--- config.mk ---
export PLATFORM = sky130hd
export DESIGN_NAME = hwlmd_decode
export DESIGN_NICKNAME = d
export VERILOG_FILES = /design/src/hw/hwlmd_pkg.sv /design/src/hw/hwlmd_extend.sv /design/src/hw/hwlmd_decode.sv
export VERILOG_INCLUDE_DIRS = /design/src /design/src/hw
export SDC_FILE = /design/constraint.sdc
export NUM_CORES = 1
export LEC_CHECK = 0
export BUFFER_PORTS_ARGS = -buffer_cell sky130_fd_sc_hd__clkbuf_2
export CORE_MARGIN = 2
export CORE_UTILIZATION = 36
export CTS_BUF_LIST = sky130_fd_sc_hd__clkbuf_8
export CTS_CLUSTER_DIAMETER = 80
export DETAILED_ROUTE_END_ITERATION = 8
export GPL_TIMING_DRIVEN = 0
export HOLD_SLACK_MARGIN = 0.05
export MAX_ROUTING_LAYER = met4
export SYNTH_ARGS = -nofsm -noshare
export SYNTH_HDL_FRONTEND = slang
export SYNTH_HIERARCHICAL = 1
export SYNTH_SLANG_ARGS = --single-unit
--- constraint.sdc ---
create_clock -name clk -period 2.5 [get_ports clk]
set_input_delay 0.125 -clock clk [delete_from_list [all_inputs] [get_ports clk]]
set_output_delay 0.125 -clock clk [all_outputs]
set_load 0.05 [all_outputs]
--- src/hw/hwlmd_defs.svh ---
`ifndef HWLMD_DEFS_SVH
`define HWLMD_DEFS_SVH
// ----------------------------------------
// opcodes of the load group
// ----------------------------------------
`define HWLMD_OP_HALF_S 6'h0F
`define HWLMD_OP_HALF_S_IO 6'h2F
`define HWLMD_OP_HALF_U 6'h0B
`define HWLMD_OP_HALF_U_IO 6'h2B
`define HWLMD_OP_WORD 6'h17
`define HWLMD_OP_WORD_IO 6'h37
// ----------------------------------------
// instruction field positions
// ----------------------------------------
`define HWLMD_A_MSB 31
`define HWLMD_A_LSB 27
`define HWLMD_B_MSB 26
`define HWLMD_B_LSB 22
`define HWLMD_C_MSB 21
`define HWLMD_C_LSB 17
`define HWLMD_IMM_MSB 21
`define HWLMD_IMM_LSB 6
`define HWLMD_OPX_MSB 16
`define HWLMD_OPX_LSB 11
`define HWLMD_OP_MSB 5
`define HWLMD_OP_LSB 0
// ----------------------------------------
// fixed values
// ----------------------------------------
`define HWLMD_ZERO_REG 5'h00
`define HWLMD_ZERO_HALF 16'h0000
`define HWLMD_ZERO_WORD 32'h00000000
`define HWLMD_HALF_SEL_BIT 1
`define HWLMD_BE_LOW_HALF 4'h3
`define HWLMD_BE_HIGH_HALF 4'hC
`define HWLMD_BE_WORD 4'hF
`define HWLMD_BE_NONE 4'h0
`endif

--- src/hw/hwlmd_pkg.sv ---
package hwlmd_pkg;
	typedef enum logic [1:0] {LK_NONE, LK_HALF_S, LK_HALF_U, LK_WORD} hwlmd_kind_t;
	typedef enum logic [1:0] {ST_IDLE, ST_XLATE, ST_MEM} hwlmd_state_t;
	typedef enum logic [2:0] {
		EC_NONE, EC_MISALIGN, EC_SUPERVISOR, EC_TLB_READ,
		EC_FAST_MISS, EC_DOUBLE_MISS, EC_MPU_REGION, EC_UNHANDLED
	} hwlmd_cause_t;
endpackage : hwlmd_pkg

--- src/hw/hwlmd_extend.sv ---
`timescale 1ns/1ps
`include "hwlmd_defs.svh"
module hwlmd_extend (
	input wire logic [31:0] rawWord,
	input wire logic [1:0] byteAddr,
	input wire hwlmd_pkg::hwlmd_kind_t kind,
	output logic [31:0] result
);
	import hwlmd_pkg::*;
	logic [15:0] half;
	// ----------------------------------------
	// halfword pick and extension
	// ----------------------------------------
	always_comb begin
		// little-endian lanes; bit 0 of the address is ignored
		half = byteAddr[`HWLMD_HALF_SEL_BIT] ? rawWord[31:16] : rawWord[15:0];
		unique case (kind)
			LK_HALF_S: result = {{16{half[15]}}, half};
			LK_HALF_U: result = {`HWLMD_ZERO_HALF, half};
			LK_WORD: result = rawWord;
			LK_NONE: result = `HWLMD_ZERO_WORD;
		endcase
	end
endmodule : hwlmd_extend

--- src/hw/hwlmd_decode.sv ---
// Summary of operation
// - load address is base operand plus sign-extended 16-bit immediate
// - signed halfword loads write the halfword sign-extended to 32 bits
// - unsigned halfword loads write the halfword with upper 16 bits zero
// - with a data cache, ordinary loads read through the cache
// - with a data cache, I/O loads bypass it and use the data bus
// - without a data cache, I/O loads act as ordinary loads
// - loads raise alignment, supervisor, translation and region faults
// - opcodes 0x0f and 0x2f decode as signed halfword loads
// - opcodes 0x17 and 0x37 decode as word loads
// - field A selects base register; field B is destination register, field C for register move
// - register move is add of source and zero register
// - high move puts immediate in upper half, lower half zero
// - high move is OR-high-immediate with zero register source
// - signed move is add-immediate to zero register, sign-extended
`timescale 1ns/1ps
`include "hwlmd_defs.svh"
module hwlmd_decode #(
	parameter bit HAS_DCACHE = 1'b1,
	parameter bit CHECK_ALIGN = 1'b1,
	parameter logic [5:0] ADDI_OPCODE = 6'h04,
	parameter logic [5:0] ORHI_OPCODE = 6'h34,
	parameter logic [5:0] RTYPE_OPCODE = 6'h3A,
	parameter logic [5:0] ADD_OPX = 6'h31
) (
	input wire logic clk,
	input wire logic sys_rst,
	input wire logic instValid,
	input wire logic [31:0] instWord,
	input wire logic [31:0] baseOperandReg,
	input wire logic [31:0] destOperandReg,
	output logic instReady,
	output logic xlateReq,
	output logic [31:0] xlateAddr,
	input wire logic xlateDone,
	input wire logic faultSupervisor,
	input wire logic faultTlbRead,
	input wire logic faultFastMiss,
	input wire logic faultDoubleMiss,
	input wire logic faultMpuRegion,
	output logic cacheReq,
	output logic [31:0] cacheAddr,
	input wire logic cacheAck,
	input wire logic [31:0] cacheData,
	output logic busRead,
	output logic [31:0] busAddr,
	output logic [3:0] busByteEnable,
	input wire logic busAck,
	input wire logic [31:0] busData,
	output logic wbValid,
	output logic [4:0] wbIndex,
	output logic [31:0] wbData,
	output logic excValid,
	output hwlmd_pkg::hwlmd_cause_t excCause,
	output logic [31:0] excAddr
);
	import hwlmd_pkg::*;

	// ----------------------------------------
	// helpers
	// ----------------------------------------
	function automatic logic [31:0] sext16(input logic [15:0] v);
		sext16 = {{16{v[15]}}, v};
	endfunction : sext16

	function automatic hwlmd_kind_t loadKind(input logic [5:0] op);
		unique case (op)
			`HWLMD_OP_HALF_S, `HWLMD_OP_HALF_S_IO: loadKind = LK_HALF_S;
			`HWLMD_OP_HALF_U, `HWLMD_OP_HALF_U_IO: loadKind = LK_HALF_U;
			`HWLMD_OP_WORD, `HWLMD_OP_WORD_IO: loadKind = LK_WORD;
			default: loadKind = LK_NONE;
		endcase
	endfunction : loadKind

	function automatic logic isIoOp(input logic [5:0] op);
		isIoOp = (op == `HWLMD_OP_HALF_S_IO) || (op == `HWLMD_OP_HALF_U_IO) ||
			(op == `HWLMD_OP_WORD_IO);
	endfunction : isIoOp

	function automatic logic misaligned(input hwlmd_kind_t k, input logic [31:0] a);
		unique case (k)
			LK_HALF_S, LK_HALF_U: misaligned = a[0];
			LK_WORD: misaligned = |a[1:0];
			LK_NONE: misaligned = 1'b0;
		endcase
	endfunction : misaligned

	// ----------------------------------------
	// field split
	// ----------------------------------------
	logic [5:0] opcode;
	logic [5:0] opx;
	logic [4:0] fieldA;
	logic [4:0] fieldB;
	logic [4:0] fieldC;
	logic [15:0] immField16;
	logic [31:0] effAddr;
	logic accept;
	hwlmd_kind_t decKind;

	assign opcode = instWord[`HWLMD_OP_MSB:`HWLMD_OP_LSB];
	assign opx = instWord[`HWLMD_OPX_MSB:`HWLMD_OPX_LSB];
	assign fieldA = instWord[`HWLMD_A_MSB:`HWLMD_A_LSB];
	assign fieldB = instWord[`HWLMD_B_MSB:`HWLMD_B_LSB];
	assign fieldC = instWord[`HWLMD_C_MSB:`HWLMD_C_LSB];
	assign immField16 = instWord[`HWLMD_IMM_MSB:`HWLMD_IMM_LSB];
	assign effAddr = baseOperandReg + sext16(immField16);
	assign decKind = loadKind(opcode);

	// ----------------------------------------
	// state
	// ----------------------------------------
	hwlmd_state_t state, next_state;
	hwlmd_kind_t kind, next_kind;
	logic ioVariant, next_ioVariant;
	logic useCache, next_useCache;
	logic [31:0] addr, next_addr;
	logic [4:0] dest, next_dest;
	logic next_xlateReq, next_cacheReq, next_busRead;
	logic next_wbValid, next_excValid;
	logic [4:0] next_wbIndex;
	logic [31:0] next_wbData, next_excAddr;
	hwlmd_cause_t next_excCause;
	logic [31:0] memWord;
	logic [31:0] loadResult;
	logic memAck;

	assign instReady = (state == ST_IDLE);
	assign accept = instValid && instReady;
	assign xlateAddr = addr;
	assign cacheAddr = addr;
	assign busAddr = addr;
	assign memWord = useCache ? cacheData : busData;
	assign memAck = useCache ? cacheAck : busAck;

	always_comb begin
		unique case (kind)
			LK_WORD: busByteEnable = `HWLMD_BE_WORD;
			LK_HALF_S, LK_HALF_U: busByteEnable = addr[`HWLMD_HALF_SEL_BIT] ?
				`HWLMD_BE_HIGH_HALF : `HWLMD_BE_LOW_HALF;
			LK_NONE: busByteEnable = `HWLMD_BE_NONE;
		endcase
	end

	hwlmd_extend u_extend (
		.rawWord(memWord),
		.byteAddr(addr[1:0]),
		.kind(kind),
		.result(loadResult)
	);

	// ----------------------------------------
	// next-value logic
	// ----------------------------------------
	always_comb begin
		next_state = state;
		next_kind = kind;
		next_ioVariant = ioVariant;
		next_useCache = useCache;
		next_addr = addr;
		next_dest = dest;
		next_xlateReq = xlateReq;
		next_cacheReq = cacheReq;
		next_busRead = busRead;
		next_wbValid = 1'b0;
		next_wbIndex = wbIndex;
		next_wbData = wbData;
		next_excValid = 1'b0;
		next_excCause = excCause;
		next_excAddr = excAddr;
		unique case (state)
			ST_IDLE: begin
				if (accept) begin
					next_kind = decKind;
					next_ioVariant = isIoOp(opcode);
					if (decKind != LK_NONE) begin
						next_addr = effAddr;
						next_dest = fieldB;
						// misaligned addresses are the caller's fault; trapping beats silent garbage
						if (CHECK_ALIGN && misaligned(decKind, effAddr)) begin
							next_excValid = 1'b1;
							next_excCause = EC_MISALIGN;
							next_excAddr = effAddr;
						end else begin
							next_xlateReq = 1'b1;
							next_state = ST_XLATE;
						end
					end else if (opcode == RTYPE_OPCODE && opx == ADD_OPX) begin
						// a move is this add with the zero register as second source
						next_wbValid = (fieldC != `HWLMD_ZERO_REG);
						next_wbIndex = fieldC;
						next_wbData = baseOperandReg + destOperandReg;
					end else if (opcode == ORHI_OPCODE) begin
						next_wbValid = (fieldB != `HWLMD_ZERO_REG);
						next_wbIndex = fieldB;
						next_wbData = baseOperandReg | {immField16, `HWLMD_ZERO_HALF};
					end else if (opcode == ADDI_OPCODE) begin
						next_wbValid = (fieldB != `HWLMD_ZERO_REG);
						next_wbIndex = fieldB;
						next_wbData = baseOperandReg + sext16(immField16);
					end else begin
						next_excValid = 1'b1;
						next_excCause = EC_UNHANDLED;
						next_excAddr = `HWLMD_ZERO_WORD;
					end
				end
			end
			ST_XLATE: begin
				if (xlateDone) begin
					next_xlateReq = 1'b0;
					next_excAddr = addr;
					next_excValid = faultSupervisor || faultTlbRead || faultFastMiss ||
						faultDoubleMiss || faultMpuRegion;
					if (faultSupervisor) begin
						next_excCause = EC_SUPERVISOR;
					end else if (faultTlbRead) begin
						next_excCause = EC_TLB_READ;
					end else if (faultFastMiss) begin
						next_excCause = EC_FAST_MISS;
					end else if (faultDoubleMiss) begin
						next_excCause = EC_DOUBLE_MISS;
					end else if (faultMpuRegion) begin
						next_excCause = EC_MPU_REGION;
					end
					if (next_excValid) begin
						next_state = ST_IDLE;
					end else begin
						// io loads never touch the cache; without one all loads use the bus
						next_useCache = HAS_DCACHE && !ioVariant;
						next_cacheReq = HAS_DCACHE && !ioVariant;
						next_busRead = !(HAS_DCACHE && !ioVariant);
						next_state = ST_MEM;
					end
				end
			end
			ST_MEM: begin
				if (memAck) begin
					next_cacheReq = 1'b0;
					next_busRead = 1'b0;
					next_wbValid = (dest != `HWLMD_ZERO_REG);
					next_wbIndex = dest;
					next_wbData = loadResult;
					next_state = ST_IDLE;
				end
			end
		endcase
	end

	always_ff @(posedge clk) begin
		if (sys_rst) begin
			state <= ST_IDLE;
			kind <= LK_NONE;
			ioVariant <= 1'b0;
			useCache <= 1'b0;
			addr <= `HWLMD_ZERO_WORD;
			dest <= `HWLMD_ZERO_REG;
			xlateReq <= 1'b0;
			cacheReq <= 1'b0;
			busRead <= 1'b0;
			wbValid <= 1'b0;
			wbIndex <= `HWLMD_ZERO_REG;
			wbData <= `HWLMD_ZERO_WORD;
			excValid <= 1'b0;
			excCause <= EC_NONE;
			excAddr <= `HWLMD_ZERO_WORD;
		end else begin
			state <= next_state;
			kind <= next_kind;
			ioVariant <= next_ioVariant;
			useCache <= next_useCache;
			addr <= next_addr;
			dest <= next_dest;
			xlateReq <= next_xlateReq;
			cacheReq <= next_cacheReq;
			busRead <= next_busRead;
			wbValid <= next_wbValid;
			wbIndex <= next_wbIndex;
			wbData <= next_wbData;
			excValid <= next_excValid;
			excCause <= next_excCause;
			excAddr <= next_excAddr;
		end
	end
endmodule : hwlmd_decode

==> impl_results.md, run 1 <==
- I/O pin cnt: about 350
- Post-Syn Instances: 1454
- Compound-Gate Fraction of Synth Area: 0.304
- Root Driver: clkbuf_8
- Synth Area in Simple Gates: 0.198
- Count of cell types in the netlist: between 80 and 90
- Chip width: 177 µm
- Tot GR Track Use: 0.301
- GRT overflow: 0
- Worst ep type: register input
- GP Congestion: a little over 1
- Count leader, synth: nand2_1
- Pin count of the biggest net entering global routing: 19
- Failing step: detailed routing
- I/O Buffers: between 300 and 400
- Post-synth EDFFs: 0
- Post-Synth XOR/XNOR Area: 0.0389
- Clock sinks: 120
- Post-Place Worst Slack: -1.13 ns
- Cell Rows: 63
- Post-synth top area share: 0.222
- Synthesized area: approximately 0.011 mm²
- Die Ht: ~180 µm
- Largest family of logic cells by synthesized area: compound AO/OA/AOI/OAI gates
- CTS H-tree lvls: 4
- Sequential fraction of the synthesis area: 0.222
- Detailed placer's ending HPWL: 39.1 mm
- First-pass GRT wire length: 69.2 mm
- Antenna violations before repair: 4
- Area leader, netlist: dfxtp_1
- Proportion of synthesized area in mux cells: 0.0596
- Net Count, Synth: about 1700
- Largest cells by area after synthesis: dfxtp_1 (22%), ha_1 (8.0%), a21oi_1 (6.9%), nand2_1 (6.3%), buf_4 (4.6%)
- Yosys warns: 6
- Vias in the first global route: ~11000
- Run status: stopped before the end
- Worst endpoint, post-GRT repair: excAddr[29]$_SDFFE_PP0P_/D
- Run Error: [ERROR DRT-0255] Maze Route cannot find path of net clk in worker of routeBox ( 144900 48300 ) ( 177250 96600 ).
- Flops & latches, synth: 120
- Initial Util: 0.366
- Post-synth ARST share: 0
- Longest Clk Path Bufs: 2
- Mean post-synth cell area: approximately 7.4 µm²
- Top post-synthesis cells by count: nand2_1 (180), a21oi_1 (148), nor2_1 (121)
- Adder-cell share of the synthesized area: 0.0836
- CTS Buf Count: 17
- Most used DFF post-synth: dfxtp_1
## stage by stage
step,cell area [µm²],instances
after global routing,14000,2240
after CTS,13800,2229
after detailed placement,13000,2187
after floorplan,10800,1454
after global placement,13000,2187
## what timing repair did
| action | CTS | global route |
|---|---|---|
| hold buffers | 12 | 0 |
| pin swaps | 9 | 17 |
| endpoints found under the setup margin | 78 | 90 |
| gates resized for setup | 45 | 42 |
| endpoints found under the hold margin | 12 | 0 |
| setup buffers | 4 | 9 |
## layer usage
layer	track usage
met1	0.398
met2	0.475
met3	0.0432
met4	0.0960
met5	-
## cell families after synthesis
family                     after synthesis
adders and majority gates               71
muxes                                   60
buffers and inverters                  186
xor gates and xnor gates                48
DFF                                    120
and+or+nand+nor                        466
AOI/OAI and AO/OA                      503
==> inputs of run 2 (changes only) <==
--- a/config.mk
+++ b/config.mk
@@ -8,13 +8,10 @@
 export LEC_CHECK = 0
 export BUFFER_PORTS_ARGS = -buffer_cell sky130_fd_sc_hd__clkbuf_2
 export CORE_MARGIN = 2
-export CORE_UTILIZATION = 36
-export CTS_BUF_LIST = sky130_fd_sc_hd__clkbuf_8
-export CTS_CLUSTER_DIAMETER = 80
+export CORE_UTILIZATION = 21
 export DETAILED_ROUTE_END_ITERATION = 8
 export GPL_TIMING_DRIVEN = 0
-export HOLD_SLACK_MARGIN = 0.05
-export MAX_ROUTING_LAYER = met4
+export PLACE_DENSITY_LB_ADDON = 0.15
 export SYNTH_ARGS = -nofsm -noshare
 export SYNTH_HDL_FRONTEND = slang
 export SYNTH_HIERARCHICAL = 1
==> constraint.sdc (replaced) <==
create_clock -name clk -period 3.25 [get_ports clk]
set_input_delay 0.1625 -clock clk [delete_from_list [all_inputs] [get_ports clk]]
set_output_delay 0.1625 -clock clk [all_outputs]
set_load 0.05 [all_outputs]
==> run 2 against run 1 <==
Net effect:
- the run now ends clean
- synthesized cell count did not move
- area after synthesis did not move
- global-route usage fell by 9.6 points
==> impl_results.md, run 2 <==
- Post-Place Worst Slack: -0.648 ns
- Drt drc: 0
- Net Switching: 2.43 mW
- Nature of the critical path endpoint: flip-flop
- Net Count, Synth: 1696
- Full die area: 0.0533 mm²
- CP Capture Point: wbData[19]
- Pwr per Cell Area: ~420 mW/mm²
- GP Congestion: roughly 0.9
- HP Class: in -> reg
- Worst Path Required: roughly 3.6 ns
- Clock sinks: 120
- Via count: ~12000
- Int Power: around 3.4 mW
- Yosys warns: 6
- Max Slew Vio Count: 0
- Mean number of vias per cell: ~4.9
- Setup WS post-layout: between 0.15 and 0.2 ns
- Post-synth ARST share: 0
- Flops & latches, synth: 120
- Chip width: roughly 230 µm
- Worst EP arrival: about 3.4 ns
- Antenna violations before repair: 4
- Worst Setup SP: instWord[13]
- Count leader, synth: nand2_1
- FF-to-FF Start: state[0]
- Worst Skew: approximately 0.011 ns
- DR iter-0 viols: around 1000
- Largest cells by area after synthesis: dfxtp_1 (22%), ha_1 (8.0%), a21oi_1 (6.9%), nand2_1 (6.3%), buf_4 (4.6%)
- FILL cells: around 5700
- Post-synth top area share: 0.222
- Sequential fraction of the synthesis area: 0.222
- Final Setup Violations: 0
- I/O Buffers: 343
- Top post-synthesis cells by count: nand2_1 (180), a21oi_1 (148), nor2_1 (121)
- Clock power frac: 0.330
- Worst-path maximum fanout: 7
- Worst-Margin Slew: 1.22 ns
- DR pass1 iterations: 6
- FF+latch area: ~0.0024 mm²
- Pleak: between 5 and 6 nW
- Run status: finished clean
- Area of the multi-input gates: 0.00747 mm²
- Non-filler cells, final: 2516
- Most used DFF post-synth: dfxtp_1
- Max IR drop VDD: ~0.00039 V
- Maximum clock rate: between 300 and 400 MHz
- Number of nets with antenna violations after routing: 0
- WL/cell: 22.5 µm
- I/O pin cnt: roughly 350
- Post-Syn Instances: ~1500
- Die Ht: between 200 and 250 µm
- Pin count of the biggest net entering global routing: 19
- Root Driver: clkbuf_16
- Reg-to-reg endpoint: wbData[12]
- Core ar.: approximately 0.05 mm²
- Total wire length: between 50 and 60 mm
- Post-synth EDFFs: 0
- Area delta synth->final: 30.3%
- First-pass GRT wire length: 79.9 mm
- Cells after DPL: roughly 2500
- # Post-CTS Setup Buffers: 0
- Initial Util: 0.211
- Tot GR Track Use: 0.206
- Clock latency on the worst-skew pair: roughly 0.45 ns
- Area leader, netlist: dfxtp_1
- Cell Rows: 83
- TritonCTS clock tree: yes
- Period utilisation layout: 0.942
- Count of cell types in the netlist: 87
- Commonest non-fill, non-tap cells in the layout: clkbuf_2 (344), nand2_1 (180), a21oi_1 (147)
- Maxcap violations: 0
- Detailed placer's ending HPWL: roughly 48 mm
- Comb power frac: 0.391
- Critical Path Start Type: input pin
- Worst Reg2Reg Path Length in Cells: 8
- Switching Share: 0.414
- RSZ-0062 raised after global routing: no
- Critical path class: in -> reg
- Commonest non-fill, non-tap cell in the layout: clkbuf_2
- CTS H-tree lvls: 4
- Mean post-synth cell area: between 7 and 8 µm²
- Vias in the first global route: around 12000
- Worst-path clk slew: about 0.060 ns
- Crit path time final: around 3 ns
- FF-to-FF setup slack: between 0.15 and 0.2 ns
- Sequential share of power: 0.279
- Max_slew headroom: 0.176
- Nets: around 2100
- GRT overflow: 0
- Ratio of cells with drive above 1 in the final layout: 0.287
- Synthesized area: 0.0108 mm²
- Final hold vios: 0
- Longest Clk Path Bufs: 2
- CTS Buf Count: 17
-- run 2: what timing repair did --
action | 4_1_cts | 5_1_grt
setup endpoints to repair | 3 | 9
hold endpoints to repair | 5 | 0
gates resized for setup | 1 | 9
cloned | 0 | 0
pin swaps | 0 | 0
hold buffers | 5 | 0
-- run 2: area by class of cell --
type,count,area share
clock inverter,7,0.00675
sequential,120,0.171
multi-input combinational,1148,0.530
timing repair buffer,348,0.125
buffer,156,0.0640
tap,680,0.0604
clock buffer,23,0.0339
antenna,4,0.000711
inverter,30,0.00800
-- run 2: routing by layer --
layer	vias to the layer above	wire, µm	global-route usage
met5	-	0	0
met1	5907	25300	0.271
met3	67	3110	0.0294
met4	0	1680	0.0772
met2	450	26500	0.339
li1	5984	-	-
-- run 2: worst min path at each step --
stage | cells past startpoint | endpoint | startpoint
after floorplan | 2 | dest[1] | instWord[23]
after global placement | 3 | dest[4] | instWord[26]
after detailed placement | 3 | dest[3] | instWord[25]
after CTS | 3 | ioVariant | instWord[5]
after global routing | 3 | ioVariant | instWord[5]
final | 3 | ioVariant | instWord[5]
-- run 2: cell families (layout without fill, tap and decap cells) --
group                    Yosys count  count (layout)  share of synthesized area
AO/OA/AOI/OAI                    503             503                      0.304
AND/OR/NAND/NOR                  466             466                      0.198
buffers and inverters            186             564                     0.0938
flip-flops                       120             120                      0.222
adder cells (fa/ha/maj)           71              71                     0.0836
multiplexers                      60              60                     0.0596
XOR/XNOR                          48              48                     0.0389
other                              0               4                          0
-- run 2: worst max-delay path, cell delays in order --
cell       delay, ns
clkbuf_2        0.17
nand4bb_1       0.37
nor4b_4         0.68
or2_1           0.20
nand4_1         0.30
nor2_1          0.59
nand2_1         0.12
a221oi_1        0.67
nor3_1          0.08
-- run 2: power by group through the flow --
stage	registers [mW]	clock network (mW)	logic, mW
detailed placement	1.67	0	2.25
global placement	1.67	0	2.25
floorplan	1.95	0	1.17
global route	1.65	2.02	2.46
finish	1.64	1.94	2.29
CTS	1.64	1.98	2.26
-- run 2: stage by stage --
step	total power, mW	area (µm²)	TNS, ns	hold WS (ns)	util
after global routing	6.13	14100	0	0.0340	0.276
after floorplan	3.12	10800	0	0.298	-
final	5.87	14100	0	0.0138	0.276
after CTS	5.89	14000	0	0.00000866	0.274
after global placement	3.91	13400	-9.13	0.421	0.262
after detailed placement	3.92	13400	-9.18	0.427	0.262
Power figures use the tool's default switching activity.
